$ cat src/common/cps_pkg.sv
package cps_pkg;

    // ************************************************************
    // Widths and reset values
    // ************************************************************
    localparam int          PC_W        = 13;
    localparam int          INSTR_W     = 16;
    localparam int          STACK_DEPTH = 12;
    localparam int          BANK_LSB    = 5;
    localparam logic [12:0] RESET_PC    = 13'h0000;
    localparam logic [7:0]  BANK_RESET  = 8'h00;
    localparam logic [1:0]  BANK_MASK   = 2'h3;

    // ************************************************************
    // Instruction phases, one cycle each
    // ************************************************************
    localparam logic [1:0] PH_T1 = 2'h0;
    localparam logic [1:0] PH_T4 = 2'h3;

    // ************************************************************
    // Register offsets and status field positions
    // ************************************************************
    localparam logic [7:0] REG_PC_LOW_BYTE = 8'h00;
    localparam logic [7:0] REG_BANK        = 8'h01;
    localparam logic [7:0] REG_STATUS      = 8'h02;
    localparam int         FLG_C      = 0;
    localparam int         FLG_AC     = 1;
    localparam int         FLG_Z      = 2;
    localparam int         FLG_OV     = 3;

    // ************************************************************
    // Sequencing decisions and ALU operations
    // ************************************************************
    typedef enum logic [2:0] {
        SEQ_NEXT = 3'b000,
        SEQ_JUMP = 3'b001,
        SEQ_CALL = 3'b010,
        SEQ_SUBROUTINE_RETURN = 3'b011,
        SEQ_INTERRUPT_RETURN  = 3'b100,
        SEQ_SKZ  = 3'b101,
        SEQ_SKNZ = 3'b110
    } cps_seq_op_t;

    typedef enum logic [3:0] {
        ALU_ADD  = 4'b0000,
        ALU_ADC  = 4'b0001,
        ALU_SUB  = 4'b0010,
        ALU_SBC  = 4'b0011,
        ALU_DAA  = 4'b0100,
        ALU_AND  = 4'b0101,
        ALU_OR   = 4'b0110,
        ALU_XOR  = 4'b0111,
        ALU_CPL  = 4'b1000,
        ALU_RR   = 4'b1001,
        ALU_RRC  = 4'b1010,
        ALU_RL   = 4'b1011,
        ALU_RLC  = 4'b1100,
        ALU_INC  = 4'b1101,
        ALU_DEC  = 4'b1110,
        ALU_PASS = 4'b1111
    } cps_alu_op_t;

    localparam logic [8:0] DAA_LO = 9'h006;
    localparam logic [8:0] DAA_HI = 9'h060;
    localparam logic [3:0] BCD_MAX = 4'h9;

endpackage

$ cat src/design/cps_core.sv
// Added by the designer: strobed register access and the placing of the registers.
`timescale 1ns/1ns
`default_nettype none

module cps_core #(
    parameter int         PC_W        = cps_pkg::PC_W,
    parameter int         INSTR_W     = cps_pkg::INSTR_W,
    parameter int         STACK_DEPTH = cps_pkg::STACK_DEPTH,
    parameter logic [1:0] BANK_MASK   = cps_pkg::BANK_MASK
) (
    input  wire logic               i_clk,
    input  wire logic               i_rstn,
    output logic [PC_W-1:0]         o_pmem_addr,
    output logic [1:0]              o_pmem_bank,
    input  wire logic [INSTR_W-1:0] i_pmem_data,
    output logic [1:0]              o_phase,
    output logic [INSTR_W-1:0]      o_instr,
    output logic                    o_instr_valid,
    input  wire logic [2:0]         i_seq_op,
    input  wire logic [PC_W-1:0]    i_target,
    input  wire logic               i_int_req,
    input  wire logic [PC_W-1:0]    i_int_vector,
    output logic                    o_int_ack,
    output logic                    o_stack_full,
    input  wire logic [3:0]         i_alu_op,
    input  wire logic [7:0]         i_alu_a,
    input  wire logic [7:0]         i_alu_b,
    input  wire logic               i_alu_we,
    output logic [7:0]              o_alu_result,
    output logic [3:0]              o_flags,
    input  wire logic [7:0]         i_addr,
    input  wire logic [7:0]         i_wdata,
    input  wire logic               i_we,
    input  wire logic               i_re,
    output logic [7:0]              o_rdata
);

    localparam int             SP_W    = $clog2(STACK_DEPTH + 1);
    localparam logic [SP_W-1:0] SP_ZERO = '0;
    localparam logic [SP_W-1:0] SP_ONE  = SP_W'(1);
    localparam logic [SP_W-1:0] SP_LAST = SP_W'(STACK_DEPTH - 1);
    localparam logic [SP_W-1:0] SP_FULL = SP_W'(STACK_DEPTH);

    typedef struct packed {
        logic [1:0]                        ph;
        logic [PC_W-1:0]                   pc;
        logic [INSTR_W-1:0]                ir;
        logic                              ir_valid;
        logic [STACK_DEPTH-1:0][PC_W-1:0]  stk;
        logic [SP_W-1:0]                   ptr;
        logic [SP_W-1:0]                   cnt;
        logic                              int_pend;
        logic                              int_ack;
        logic                              low_pend;
        logic [7:0]                        low_tgt;
        logic [7:0]                        bank;
        logic [3:0]                        flags;
        logic [7:0]                        alu_res;
        logic [7:0]                        rdata;
    } cps_state_t;

    // ************************************************************
    // Reset release
    // ************************************************************
    logic [1:0] rst_sync_q;
    logic       rstn_s;

    always_ff @(posedge i_clk or negedge i_rstn) begin
        if (!i_rstn) begin
            rst_sync_q <= 2'h0;
        end else begin
            rst_sync_q <= {rst_sync_q[0], 1'b1};
        end
    end
    assign rstn_s = rst_sync_q[1];

    // ************************************************************
    // ALU
    // ************************************************************
    cps_state_t          q;
    cps_state_t          d;
    cps_pkg::cps_alu_op_t aop;
    cps_pkg::cps_seq_op_t sop;
    logic [7:0]          bx;
    logic                ci;
    logic [8:0]          sum9;
    logic [4:0]          nib5;
    logic [8:0]          daa1;
    logic [8:0]          daa2;
    logic [7:0]          res;
    logic [3:0]          flg;
    logic                res_zero;

    assign aop = cps_pkg::cps_alu_op_t'(i_alu_op);
    assign sop = cps_pkg::cps_seq_op_t'(i_seq_op);

    always_comb begin
        bx   = (aop == cps_pkg::ALU_SUB || aop == cps_pkg::ALU_SBC)
               ? ~i_alu_b : i_alu_b;
        case (aop)
            cps_pkg::ALU_ADC: ci = q.flags[cps_pkg::FLG_C];
            cps_pkg::ALU_SUB: ci = 1'b1;
            cps_pkg::ALU_SBC: ci = q.flags[cps_pkg::FLG_C];
            default:          ci = 1'b0;
        endcase
        sum9 = {1'b0, i_alu_a} + {1'b0, bx} + {8'h00, ci};
        nib5 = {1'b0, i_alu_a[3:0]} + {1'b0, bx[3:0]} + {4'h0, ci};
        daa1 = {1'b0, i_alu_a} +
               ((i_alu_a[3:0] > cps_pkg::BCD_MAX || q.flags[cps_pkg::FLG_AC])
               ? cps_pkg::DAA_LO : 9'h000);
        daa2 = daa1 +
               ((daa1[7:4] > cps_pkg::BCD_MAX || daa1[8] ||
                 q.flags[cps_pkg::FLG_C]) ? cps_pkg::DAA_HI : 9'h000);
        flg  = q.flags;
        res  = i_alu_a;
        case (aop)
            cps_pkg::ALU_ADD, cps_pkg::ALU_ADC,
            cps_pkg::ALU_SUB, cps_pkg::ALU_SBC: begin
                // Carry set means no borrow on subtraction
                res                   = sum9[7:0];
                flg[cps_pkg::FLG_C]   = sum9[8];
                flg[cps_pkg::FLG_AC]  = nib5[4];
                flg[cps_pkg::FLG_OV]  = (i_alu_a[7] == bx[7]) &&
                                        (sum9[7] != i_alu_a[7]);
            end
            cps_pkg::ALU_DAA: begin
                res                 = daa2[7:0];
                flg[cps_pkg::FLG_C] = daa2[8] | q.flags[cps_pkg::FLG_C];
            end
            cps_pkg::ALU_AND:  res = i_alu_a & i_alu_b;
            cps_pkg::ALU_OR:   res = i_alu_a | i_alu_b;
            cps_pkg::ALU_XOR:  res = i_alu_a ^ i_alu_b;
            cps_pkg::ALU_CPL:  res = ~i_alu_a;
            cps_pkg::ALU_RR:   res = {i_alu_a[0], i_alu_a[7:1]};
            cps_pkg::ALU_RL:   res = {i_alu_a[6:0], i_alu_a[7]};
            cps_pkg::ALU_RRC: begin
                res                 = {q.flags[cps_pkg::FLG_C], i_alu_a[7:1]};
                flg[cps_pkg::FLG_C] = i_alu_a[0];
            end
            cps_pkg::ALU_RLC: begin
                res                 = {i_alu_a[6:0], q.flags[cps_pkg::FLG_C]};
                flg[cps_pkg::FLG_C] = i_alu_a[7];
            end
            cps_pkg::ALU_INC:  res = i_alu_a + 8'h01;
            cps_pkg::ALU_DEC:  res = i_alu_a - 8'h01;
            default:           res = i_alu_a;
        endcase
        res_zero = (res == 8'h00);
        // Rotates leave the zero flag alone
        if (!(aop inside {cps_pkg::ALU_RR, cps_pkg::ALU_RL,
                          cps_pkg::ALU_RRC, cps_pkg::ALU_RLC})) begin
            flg[cps_pkg::FLG_Z] = res_zero;
        end
    end

    // ************************************************************
    // Sequencer
    // ************************************************************
    logic            at_t4;
    logic            do_branch;
    logic            do_push;
    logic            do_pop;
    logic            do_skip;
    logic            do_int;
    logic [SP_W-1:0] ptr_inc;
    logic [SP_W-1:0] ptr_dec;
    logic [7:0]      rd_mux;

    always_comb begin
        at_t4     = (q.ph == cps_pkg::PH_T4);
        do_push   = at_t4 && q.ir_valid && sop == cps_pkg::SEQ_CALL;
        do_pop    = at_t4 && q.ir_valid &&
                    (sop == cps_pkg::SEQ_SUBROUTINE_RETURN ||
                     sop == cps_pkg::SEQ_INTERRUPT_RETURN);
        do_branch = do_push || do_pop ||
                    (at_t4 && q.ir_valid && sop == cps_pkg::SEQ_JUMP);
        do_skip   = at_t4 && q.ir_valid &&
                    ((sop == cps_pkg::SEQ_SKZ && res_zero) ||
                     (sop == cps_pkg::SEQ_SKNZ && !res_zero));
        do_int    = at_t4 && !do_branch && !do_skip && q.int_pend &&
                    (q.cnt != SP_FULL);
        ptr_inc   = (q.ptr == SP_LAST) ? SP_ZERO : q.ptr + SP_ONE;
        ptr_dec   = (q.ptr == SP_ZERO) ? SP_LAST : q.ptr - SP_ONE;
        case (i_addr)
            cps_pkg::REG_PC_LOW_BYTE: rd_mux = q.pc[7:0];
            cps_pkg::REG_BANK:   rd_mux = q.bank;
            cps_pkg::REG_STATUS: rd_mux = {3'h0, q.int_pend, q.flags};
            default:             rd_mux = 8'h00;
        endcase
    end

    always_comb begin
        d         = q;
        d.ph      = q.ph + 2'h1;
        d.int_ack = 1'b0;
        d.rdata   = i_re ? rd_mux : 8'h00;
        if (at_t4) begin
            d.ir       = i_pmem_data;
            d.ir_valid = 1'b1;
            d.pc       = q.pc + PC_W'(1);
            if (q.ir_valid && i_alu_we) begin
                d.alu_res = res;
                d.flags   = flg;
            end
            if (do_branch) begin
                d.ir_valid = 1'b0;
                d.pc       = i_target;
                if (do_push) begin
                    d.stk[q.ptr] = q.pc;
                    d.ptr        = ptr_inc;
                    d.cnt        = (q.cnt == SP_FULL) ? SP_FULL
                                                      : q.cnt + SP_ONE;
                end else if (do_pop) begin
                    d.pc = q.stk[ptr_dec];
                    if (q.cnt != SP_ZERO) begin
                        // Emptied stack returns the pointer to slot zero
                        d.ptr = (q.cnt == SP_ONE) ? SP_ZERO : ptr_dec;
                        d.cnt = q.cnt - SP_ONE;
                    end
                end
            end else if (do_skip) begin
                d.ir_valid = 1'b0;
            end else if (do_int) begin
                d.ir_valid     = 1'b0;
                d.pc           = i_int_vector;
                d.stk[q.ptr]   = q.pc;
                d.ptr          = ptr_inc;
                d.cnt          = q.cnt + SP_ONE;
                d.int_pend     = 1'b0;
                d.int_ack      = 1'b1;
            end else if (q.low_pend) begin
                d.ir_valid = 1'b0;
                d.pc       = {q.pc[PC_W-1:8], q.low_tgt};
                d.low_pend = 1'b0;
            end
        end
        if (i_int_req) begin
            d.int_pend = 1'b1;
        end
        if (i_we && i_addr == cps_pkg::REG_PC_LOW_BYTE) begin
            d.low_pend = 1'b1;
            d.low_tgt  = i_wdata;
        end
        if (i_we && i_addr == cps_pkg::REG_BANK) begin
            d.bank = i_wdata;
        end
    end

    always_ff @(posedge i_clk or negedge rstn_s) begin
        if (!rstn_s) begin
            q      <= '0;
            q.pc   <= cps_pkg::RESET_PC;
            q.ph   <= cps_pkg::PH_T1;
            q.bank <= cps_pkg::BANK_RESET;
        end else begin
            q <= d;
        end
    end

    // ************************************************************
    // Outputs
    // ************************************************************
    // bank bits extend address
    assign o_pmem_addr   = q.pc;
    assign o_pmem_bank   = q.bank[cps_pkg::BANK_LSB+1:cps_pkg::BANK_LSB]
                           & BANK_MASK;
    assign o_phase       = q.ph;
    assign o_instr       = q.ir;
    assign o_instr_valid = q.ir_valid;
    assign o_int_ack     = q.int_ack;
    assign o_stack_full  = (q.cnt == SP_FULL);
    assign o_alu_result  = q.alu_res;
    assign o_flags       = q.flags;
    assign o_rdata       = q.rdata;
endmodule

`default_nettype wire

$ cat config.mk
export PLATFORM = sky130hd
export DESIGN_NAME = cps_core
export DESIGN_NICKNAME = d
export VERILOG_FILES = /design/src/common/cps_pkg.sv /design/src/design/cps_core.sv
export SDC_FILE = /design/constraint.sdc
export NUM_CORES = 1
export LEC_CHECK = 0
export ABC_AREA = 0
export BUFFER_PORTS_ARGS = -buffer_cell sky130_fd_sc_hd__clkbuf_2
export CAP_MARGIN = 10
export CORE_ASPECT_RATIO = 1.1
export CORE_MARGIN = 10
export CORE_UTILIZATION = 50
export CTS_CLUSTER_SIZE = 25
export DETAILED_ROUTE_END_ITERATION = 10
export PLACE_DENSITY = 0.78
export SLEW_MARGIN = 25
export SYNTH_ARGS = -nofsm -noshare
export SYNTH_HDL_FRONTEND = slang
export SYNTH_SLANG_ARGS = --single-unit
export TNS_END_PERCENT = 1
$ cat constraint.sdc
create_clock -name i_clk -period 7.8 [get_ports i_clk]
set_input_delay 1.56 -clock i_clk [delete_from_list [all_inputs] [get_ports i_clk]]
set_output_delay 1.56 -clock i_clk [all_outputs]
set_load 0.05 [all_outputs]
# Word level (Yosys, flattened, before mapping)

Cells that the tools add are included.

Add/subtract/negate cells: 14
Magnitude comparators: 5
Equal/unequal tests: 39
Muxes and demuxes: 38
Bitwise logic cells: 7
Reduce and logical (&&, ||, !) cells: 49

Operator list:

| kind                    | number |
|---|---|
| $mux W167               | 1 |
| $mux W166               | 1 |
| $mux W165               | 1 |
| $bwmux W156             | 1 |
| $mux W156               | 1 |
| $mux W13                | 8 |
| $pmux W8 S12            | 1 |
| $bmux W13 S4            | 1 |
| $demux W13 S4           | 1 |
| $mux W8                 | 5 |
| $eq A4 B4 Y1 const B    | 9 |
| $pmux W8 S3             | 1 |
| $eq A4 B3 Y1 const B    | 4 |
| $logic_and A1 B1 Y1     | 16 |
| $logic_not A8 Y1        | 2 |
| $mux W4                 | 4 |
| $not A8 Y8              | 2 |
| $add A13 B1 Y13 const B | 1 |
| $reduce_and A4 Y1       | 3 |
| $reduce_bool A4 Y1      | 3 |
| $lt A4 B5 Y1 const B    | 2 |
| $add A8 B3 Y9           | 1 |
| $add A8 B8 Y9           | 1 |
| $add A9 B1 Y9           | 1 |
| 45 further kinds        | 81 |

Register bits: 237
Input port bits: 87
Output and inout port bits: 56
Word-level logic and storage cells: 182

# Logic depth before layout (Yosys ltp)

Gate-level depths: netlist of the first run.

Depth after elaboration: 24
Depth in mapped cells: 23
Mapped depth without buffers: 20

# Worst setup path before layout of the first run

No wires, ideal clock.

Kind: input to register
From: input port i_alu_op[2]
To: register q[87] (netlist bit)
Setup time: 125 ps
Arrival: 6375 ps
Data required time: 7675 ps
Slack: 1300 ps
Stages on the path: 21
Buffers on the path: 6
Path through: buf_2 buf_2 buf_2 nor2_1 and2_1 clkbuf_1 xnor2_1 fa_1 inv_1 fa_1 nor2b_1 a211o_1 a211o_1 nor4b_4 nand3_2 or3_1 a21o_4 buf_6 a32oi_4 buf_8 mux2_4

Longest elaborated chain between the ends: 17
Elaborated cells on any way between the ends: 36
Those cells by class: add/sub (2); eq/ne (15); mux (3); reduce/logical (16)

Ends and longest elaborated chain:

| item                                 | line                                             | RTL |
|---|---|---|
| start, declared                      | cps_core.sv:25                                   | `input wire logic [3:0] i_alu_op,` |
| $eq A4 B2 Y1                         | cps_core.sv:98, cps_core.sv:100, cps_core.sv:116 |  |
| $logic_or A1 B1 Y1                   | cps_core.sv:98                                   | `bx = (aop == cps_pkg::ALU_SUB \|\| aop == cps_pkg::ALU_SBC)` |
| $mux W8                              | cps_core.sv:99                                   | `? ~i_alu_b : i_alu_b;` |
| $add A8 B8 Y9                        | cps_core.sv:106                                  | `sum9 = {1'b0, i_alu_a} + {1'b0, bx} + {8'h00, ci};` |
| $add A9 B1 Y9                        | cps_core.sv:106                                  |  |
| $pmux W8 S12 *                       | cps_core.sv:116                                  | `case (aop)` |
| $logic_not A8 Y1 *                   | cps_core.sv:148                                  | `res_zero = (res == 8'h00);` |
| $logic_not A1 Y1                     | cps_core.sv:179                                  | `(sop == cps_pkg::SEQ_SKNZ && !res_zero));` |
| $logic_and A1 B1 Y1                  | cps_core.sv:179                                  |  |
| $logic_or A1 B1 Y1 *                 | cps_core.sv:178                                  | `((sop == cps_pkg::SEQ_SKZ && res_zero) \|\|` |
| $logic_and A1 B1 Y1 *                | cps_core.sv:177                                  | `do_skip = at_t4 && q.ir_valid &&` |
| $logic_not A1 Y1                     | cps_core.sv:180                                  | `do_int = at_t4 && !do_branch && !do_skip && q.int_pend &&` |
| $logic_and A1 B1 Y1 (3 in series)    | cps_core.sv:180                                  |  |
| $reduce_bool A2 Y1 (no source line)  | n/a                                              |  |
| $reduce_and A4 Y1 (no source line) * | n/a                                              |  |
| end, declared                        | cps_core.sv:80                                   | `cps_state_t q;` |

Mark *: on every way between the ends. The rest lies on a longest branch, timed or not.
A chain may end at the register's enable or synchronous reset.

# Final worst setup path of the first run

From: input port i_alu_a[1]
To: register q[52] (netlist bit)

Longest elaborated chain between the ends: 21
Elaborated cells on any way between the ends: 31
Those cells by class: add/sub (6); order compare (2); eq/ne (1); mux (3); bitwise (4); reduce/logical (15)

Ends and longest elaborated chain:

| item                                 | line            | RTL |
|---|---|---|
| start, declared                      | cps_core.sv:26  | `input wire logic [7:0] i_alu_a,` |
| $gt A4 B4 Y1                         | cps_core.sv:109 | `((i_alu_a[3:0] > cps_pkg::BCD_MAX \|\| q.flags[cps_pkg::FLG_AC])` |
| $logic_or A1 B1 Y1                   | cps_core.sv:109 |  |
| $mux W3                              | cps_core.sv:110 | `? cps_pkg::DAA_LO : 9'h000);` |
| $add A8 B3 Y9                        | cps_core.sv:108 | `daa1 = {1'b0, i_alu_a} +` |
| $gt A4 B4 Y1                         | cps_core.sv:112 | `((daa1[7:4] > cps_pkg::BCD_MAX \|\| daa1[8] \|\|` |
| $logic_or A1 B1 Y1 (2 in series)     | cps_core.sv:112 |  |
| $mux W7                              | cps_core.sv:113 | `q.flags[cps_pkg::FLG_C]) ? cps_pkg::DAA_HI : 9'h000);` |
| $add A9 B7 Y9                        | cps_core.sv:111 | `daa2 = daa1 +` |
| [... 2 more ...]                     | n/a             |  |
| $logic_not A1 Y1                     | cps_core.sv:179 |  |
| $logic_and A1 B1 Y1                  | cps_core.sv:179 |  |
| $logic_or A1 B1 Y1 *                 | cps_core.sv:178 |  |
| $logic_and A1 B1 Y1 *                | cps_core.sv:177 |  |
| $logic_not A1 Y1                     | cps_core.sv:180 |  |
| $logic_and A1 B1 Y1 (3 in series)    | cps_core.sv:180 |  |
| $reduce_bool A2 Y1 (no source line)  | n/a             |  |
| $reduce_and A4 Y1 (no source line) * | n/a             |  |

Marks and branches as above.

==> results of run 1 <==
==> cell usage in the layout (no fill, tap or decap), types with 7 or more instances in the layout <==
master,n
sky130_fd_sc_hd__mux4_2,40
sky130_fd_sc_hd__o221ai_1,10
sky130_fd_sc_hd__a31oi_1,8
sky130_fd_sc_hd__nor2_1,63
sky130_fd_sc_hd__nand2_1,61
sky130_fd_sc_hd__and2_1,8
sky130_fd_sc_hd__nor3_1,24
sky130_fd_sc_hd__and3_1,13
sky130_fd_sc_hd__nand3_1,34
sky130_fd_sc_hd__dfrtp_1,236
sky130_fd_sc_hd__a21o_1,7
sky130_fd_sc_hd__ha_1,42
sky130_fd_sc_hd__mux2_4,40
sky130_fd_sc_hd__nand2b_1,9
sky130_fd_sc_hd__inv_1,32
sky130_fd_sc_hd__nor2b_1,9
sky130_fd_sc_hd__a21oi_1,54
sky130_fd_sc_hd__mux2_2,156
sky130_fd_sc_hd__clkbuf_2,142
sky130_fd_sc_hd__o31ai_1,9
sky130_fd_sc_hd__a22oi_1,15
sky130_fd_sc_hd__o21ai_0,39
sky130_fd_sc_hd__clkbuf_16,25
sky130_fd_sc_hd__mux2i_1,31
sky130_fd_sc_hd__o21bai_1,9
sky130_fd_sc_hd__buf_4,24
sky130_fd_sc_hd__xnor2_1,24
sky130_fd_sc_hd__a211oi_1,7
==> sequential cells by signal, summed over array words and instances (netlist names) <==
name           flops
o_instr_valid      1
rst_sync_q         2
o_rdata            8
o_phase            2
o_instr           16
o_flags            4
q                180
o_pmem_bank        2
o_int_ack          1
o_alu_result       8
o_pmem_addr       13
==> layer usage <==
layer,GRT usage (%),vias up,routed length (µm),share of wire [%]
li1,-,4778,-,-
met1,25.5,5401,15600,40
met2,35.4,439,19000,49
met3,3.96,100,2640,6.8
met4,8.48,0,1600,4.1
met5,0,-,0,0
==> final cells by class <==
cell class | count | share of cell area, %
flip-flops and latches | 237 | 37.1
clock inverters | 11 | 0.922
repair buffers | 167 | 5.69
clock buffers | 34 | 4.43
well taps | 368 | 2.88
inverters | 32 | 0.750
multi-input cells | 861 | 48.3
==> cells by family (layout without fill, tap and decap cells) <==
family | Yosys count | after routing | synth area share [%]
buffers and inverters | 177 | 244 | 6.69
and+or+nand+nor | 262 | 262 | 9.05
DFF | 237 | 237 | 40.6
AOI/OAI and AO/OA | 252 | 252 | 13.0
xor gates and xnor gates | 30 | 30 | 1.85
adders and majority gates | 46 | 46 | 4.14
other | 1 | 1 | 0.0257
muxes | 270 | 270 | 24.7
==> power by group through the flow <==
stage,Sequential (W),Combinational (W),Clock (W)
floorplan,0.00191,0.00185,0
global placement,0.00204,0.00216,0
detailed placement,0.00207,0.00222,0
CTS,0.00206,0.00224,0.00125
global route,0.00213,0.00240,0.00130
finish,0.00207,0.00224,0.00124
==> stage by stage <==
stage	cell area [µm²]	total power [W]	hold slack [ps]	setup slack [ps]
finish	16000	0.00555	353	1050
global route	16000	0.00583	365	580
CTS	16000	0.00555	353	1130
detailed placement	15200	0.00429	339	597
global placement	15200	0.00419	331	754
floorplan	14600	0.00375	331	706
==> critical path, cell delays in order <==
cell and delay (ps):
sky130_fd_sc_hd__clkbuf_2 210, sky130_fd_sc_hd__o21ai_0 210, sky130_fd_sc_hd__nand2b_1 140, sky130_fd_sc_hd__ha_1 240, sky130_fd_sc_hd__fa_1 470, sky130_fd_sc_hd__nand3_1 130, sky130_fd_sc_hd__xnor2_1 110, sky130_fd_sc_hd__o21a_1 190
sky130_fd_sc_hd__a211o_1 290, sky130_fd_sc_hd__ha_1 300, sky130_fd_sc_hd__a2111oi_0 390, sky130_fd_sc_hd__a41oi_1 260, sky130_fd_sc_hd__nor4b_4 300, sky130_fd_sc_hd__nand3_2 140, sky130_fd_sc_hd__o41a_1 480, sky130_fd_sc_hd__nand2_1 430
sky130_fd_sc_hd__buf_4 310, sky130_fd_sc_hd__a21o_1 580, sky130_fd_sc_hd__mux2_2 410
==> final timing paths <==
check | endpoint
worst max-delay path | q[52]$_DFFE_PN0P_
worst min-delay path | rst_sync_q[1]$_DFF_PN0_
worst max register to register | q[52]$_DFFE_PN0P_
worst min register to register | rst_sync_q[1]$_DFF_PN0_
max in group asynchronous | o_instr[13]$_DFFE_PN0P_
min in group asynchronous | q[166]$_DFFE_PN0P_
==> flow_summary.ini, run 1 <==
[setup_path]
crit_path_start_kind = input pin
critPathKind = input pin to flip-flop
regToRegSetupSlack_ps = 1950
timing.critical_path.to_type = flip-flop
crit_path_start = i_alu_a[1]
critPathArrivalTime_ps = 7160
worst-endpoint-required_ps = 8210
r2r_start = o_flags[1]$_DFFE_PN0P_
path_max_fanout = 13
timing.reg2reg.worst_path_depth = 17

[finish]
multi_input_comb_area_um2 = 7730
seqCellArea_um2 = 5930
area_growth_syn_to_layout_pct = 9.56
final_core_util_pct = 55.6
layoutNonFillerInstCount = 1710
drive_above_1_share_pct = 35.2
final_nets = 1457
fill_cells = 2395
antennaDiodeCount = 0

[yosys]
netlist_instances = 1275
ys_warn_count = 0
postSynth.asyncResetShare_pct = 100
synth.lib_cells_used.distinct = 85
synth_commonest_cells = sky130_fd_sc_hd__dfrtp_1, sky130_fd_sc_hd__mux2_2, sky130_fd_sc_hd__nor2_1
synth_seq_cells = 237
syn_area_per_cell_um2 = 11.5
number_of_enable_type_register_cells_in_the_synthesized_netlist = 0
synth_nets = 1408
proportion_of_netlist_area_held_by_the_largest_area_contributor_pct = 40.6
synth.area.top_cells = sky130_fd_sc_hd__dfrtp_1, sky130_fd_sc_hd__mux2_2, sky130_fd_sc_hd__mux4_2
synth.yosys.seq_area_share_pct = 40.6
synth-main-ff-cell = sky130_fd_sc_hd__dfrtp_1
post_synth_instance_area_um2 = 14600
netlist.top_cell.by_area = sky130_fd_sc_hd__dfrtp_1
synth_most_common_cell = sky130_fd_sc_hd__dfrtp_1

[clock_network]
clk_sinks = 237
cts.root.buffer_cell = sky130_fd_sc_hd__clkbuf_16
cts.clk_slew.worst_paths_ps = 60
cts.repair.resized = 0
clk-insertion-delay-late_ps = 540
cts_max_path_buffers = 3
cts_inserted_buffers = 25
post_cts_buffers = 0
cts_max_level = 1
cts_tree = built
cts_hold_buffers = 0

[floorplanning]
die_h_um = 199
total_die_area_um2 = 36500
placement_rows = 65
design.core.area_um2 = 28800
ios = 143
die_width_um = 183
initial_cell_density_of_the_core_pct = 50.8

[placement]
place.gp.congestion = 0.965
place_hpwl_mm = 27.1
dp_cells = 1665
portBuffers = 142

[power_and_ir_drop]
part_of_the_total_power_dissipated_in_the_clock_network_pct = 22.3
proportion_of_total_power_due_to_net_switching_pct = 36.5
internal_power_w = 0.00352
p_leak_nw = 7.13
p_comb_share_pct = 40.4
power-per-cell-area_nw_per_um2 = 347
vdd.ir_drop.worst_mv = 0.185
switching_power_w = 0.00203
power.sequential.fraction_pct = 37.3

[sta]
clock.fmax_mhz = 148
period_share_pct = 86.5
worst_pin_slew_ps = 957
timing.setup.tns_ps = 0
setup-violations-final = 0
final_max_slew_viols = 0
maxSlewHeadroom_pct = 36.2
rsz_0062_raised_after_global_routing = false
finClkSkew_ps = 15.9
report.final.hold_viol_count = 0
period_needed_ps = 6750

[global_routing]
overflow = 0
pin_count_of_the_biggest_net_entering_global_routing = 175
track_usage_pct = 20.8
first_global_vias = 10800
antenna_found_initial = 0
grt_pass1_wl_mm = 60.9

[drt]
ant_nets = 0
drtIter0Drc = 916
drt-vias-per-instance = 6.27
remaining_drc_errors = 0
finalWirelength_mm = 38.8
dr_total_vias = 10700
firstDrtPassIters = 6
wire_per_inst_um = 22.7

[min_path]
timing.hold.worst.class = flip-flop to flip-flop
hold_depth = 0
min_from = rst_sync_q[0]$_DFF_PN0_

[status]
outcome = finished clean

[run]
maxCapViolCount = 0
Power figures use the tool's default switching activity.
==> run 2: changes to the inputs <==
--- a/config.mk
+++ b/config.mk
@@ -13,7 +13,7 @@
 export CORE_UTILIZATION = 50
 export CTS_CLUSTER_SIZE = 25
 export DETAILED_ROUTE_END_ITERATION = 10
-export PLACE_DENSITY = 0.78
+export PLACE_DENSITY = 0.81
 export SLEW_MARGIN = 25
 export SYNTH_ARGS = -nofsm -noshare
 export SYNTH_HDL_FRONTEND = slang
==> constraint.sdc (replaced) <==
create_clock -name i_clk -period 6.2 [get_ports i_clk]
set_input_delay 1.24 -clock i_clk [delete_from_list [all_inputs] [get_ports i_clk]]
set_output_delay 1.24 -clock i_clk [all_outputs]
set_load 0.05 [all_outputs]
==> run 2 against run 1 <==
  * Cell count grew 2.3%
  * Core utilization is 1.8 points higher
  * Non-clock buffer count increased by 38
  * Largest power group unchanged
==> flow_summary.ini, run 2 (same netlist as run 1, synthesis figures left out) <==
[sta]
clock.fmax_mhz = 179
report.final.hold_viol_count = 0
finClkSkew_ps = 24.0
timing.setup.tns_ps = 0
finalWorstSetupSlack_ps = 608
worst_pin_slew_ps = 1070
period_share_pct = 90.2
period_needed_ps = 5590
rsz_0062_raised_after_global_routing = false
setup-violations-final = 0
maxSlewHeadroom_pct = 28.8
final_max_slew_viols = 0

[finish]
final_nets = 1495
final_core_util_pct = 57.4
drive_above_1_share_pct = 37.1
largest_register_ffs = 180
fill_cells = 2279
mostFrequentLayoutCells = sky130_fd_sc_hd__dfrtp_1, sky130_fd_sc_hd__mux2_2, sky130_fd_sc_hd__clkbuf_2, sky130_fd_sc_hd__nor2_1, sky130_fd_sc_hd__nand2_1
area_growth_syn_to_layout_pct = 13.0
final_common_cell = sky130_fd_sc_hd__dfrtp_1
largest_register = q

[floorplanning]
placement_rows = 65
design.core.area_um2 = 28800
initial_cell_density_of_the_core_pct = 50.8
die_width_um = 183
die_h_um = 199
total_die_area_um2 = 36500
ios = 143

[setup_path]
critPathArrivalTime_ps = 5990
crit_path_start_kind = input pin
r2r_start = o_flags[1]$_DFFE_PN0P_
critPathMaxStageDelay_ps = 450
timing.reg2reg.worst_path_depth = 18
worst-endpoint-required_ps = 6600
timing.critical_path.to_type = flip-flop
path_max_fanout = 11
crit_path_start = i_alu_a[1]
worst_setup_ep = q[124]$_DFFE_PN0P_
cp_slowest_cell = sky130_fd_sc_hd__fa_1
regToRegEndpoint = q[124]$_DFFE_PN0P_
worstPathBufferInverterCount = 3
chain_of_cells_forming_the_critical_path = clkbuf_2 -> o21ai_0 -> nand2b_1 -> ha_1 -> fa_1 -> nand3_1 -> xnor2_1 -> o21a_1 -> a211o_1 -> ha_1 -> a2111oi_0 -> buf_4 -> a41oi_1 -> nor4b_4 -> nand3_2 -> or3_1 -> a21o_4 -> a32oi_4 -> buf_4 -> mux2_2
critPathKind = input pin to flip-flop
critical_path_cell_count = 20
cpLargestDelayFamily = compound AO/OA/AOI/OAI gates
regToRegSetupSlack_ps = 1000

[clock_network]
cts.clk_slew.worst_paths_ps = 70
cts.repair.resized = 0
cts.root.buffer_cell = sky130_fd_sc_hd__clkbuf_16
cts_max_level = 1
cts_max_path_buffers = 3
clk-insertion-delay-late_ps = 540
clk_sinks = 237
cts_inserted_buffers = 25
cts_tree = built
post_cts_buffers = 0
cts_hold_buffers = 0

[placement]
portBuffers = 142
place.gp.congestion = 0.905
place_hpwl_mm = 28.3
dp_slack_ps = 104

[global_routing]
grt_pass1_wl_mm = 64.2
overflow = 0
antenna_found_initial = 1
pin_count_of_the_biggest_net_entering_global_routing = 192
track_usage_pct = 22.0
first_global_vias = 11300

[drt]
drt-vias-per-instance = 6.36
wire_per_inst_um = 23.3
firstDrtPassIters = 7
dr_total_vias = 11100
finalWirelength_mm = 40.8
remaining_drc_errors = 0
ant_nets = 0
drtIter0Drc = 1224

[min_path]
timing.hold.worst.class = flip-flop to async pin

[run]
maxCapViolCount = 0

[power_and_ir_drop]
power.sequential.fraction_pct = 36.2
p_comb_share_pct = 39.2
internal_power_w = 0.00466
proportion_of_total_power_due_to_net_switching_pct = 36.3
p_leak_nw = 7.39
power-per-cell-area_nw_per_um2 = 443
vdd.ir_drop.worst_mv = 0.235
switching_power_w = 0.00265
part_of_the_total_power_dissipated_in_the_clock_network_pct = 24.6

[status]
outcome = finished clean
==> run 2: worst min-delay path by stage <==
stage                            start  slack (ps)                 endpoint  cells after the start
3_5_place_dp   rst_sync_q[0]$_DFF_PN0_         340  rst_sync_q[1]$_DFF_PN0_                      0
4_1_cts        rst_sync_q[0]$_DFF_PN0_         350  rst_sync_q[1]$_DFF_PN0_                      0
3_3_place_gp   rst_sync_q[0]$_DFF_PN0_         340  rst_sync_q[1]$_DFF_PN0_                      0
2_1_floorplan  rst_sync_q[0]$_DFF_PN0_         330  rst_sync_q[1]$_DFF_PN0_                      0
6_report       rst_sync_q[1]$_DFF_PN0_         350       q[164]$_DFFE_PN0P_                      0
5_1_grt        rst_sync_q[0]$_DFF_PN0_         360  rst_sync_q[1]$_DFF_PN0_                      0
==> run 2: stage by stage <==
step	hold slack, ps	instance area, µm²	power (W)	std cells
after floorplan	331	14600	0.00472	1275
after global placement	336	15500	0.00529	1702
after detailed placement	340	15500	0.00543	1702
after CTS	354	16500	0.00729	1747
after global routing	361	16500	0.00765	1748
final	350	16500	0.00732	1749
==> run 2: power groups by stage <==
| stage | clock network [W] | registers, W | logic [W] |
|---|---|---|---|
| finish | 0.00180 | 0.00265 | 0.00286 |
| global route | 0.00189 | 0.00271 | 0.00305 |
| CTS | 0.00182 | 0.00263 | 0.00283 |
| detailed placement | 0 | 0.00264 | 0.00279 |
| global placement | 0 | 0.00259 | 0.00269 |
| floorplan | 0 | 0.00240 | 0.00232 |
==> run 2: cell type report <==
cell class | count | area [µm²] | area share [%]
Antenna cell | 1 | 2.50 | 0.0151
Tap cell | 368 | 460 | 2.79
Clock inverter | 16 | 327 | 1.98
Timing Repair Buffer | 205 | 1290 | 7.82
Sequential cell | 237 | 5930 | 35.9
Clock buffer | 29 | 661 | 4.00
Inverter | 32 | 120 | 0.727
Multi-Input combinational cell | 861 | 7720 | 46.8
==> run 2: metal layers <==
metal / part of all wire, % / vias up / global-route usage, %
li1: - / 4864 / -
met1: 40 / 5602 / 27.5
met2: 48 / 542 / 36.6
met3: 8.7 / 118 / 4.90
met4: 3.7 / 2 / 7.99
met5: 0.032 / - / 0
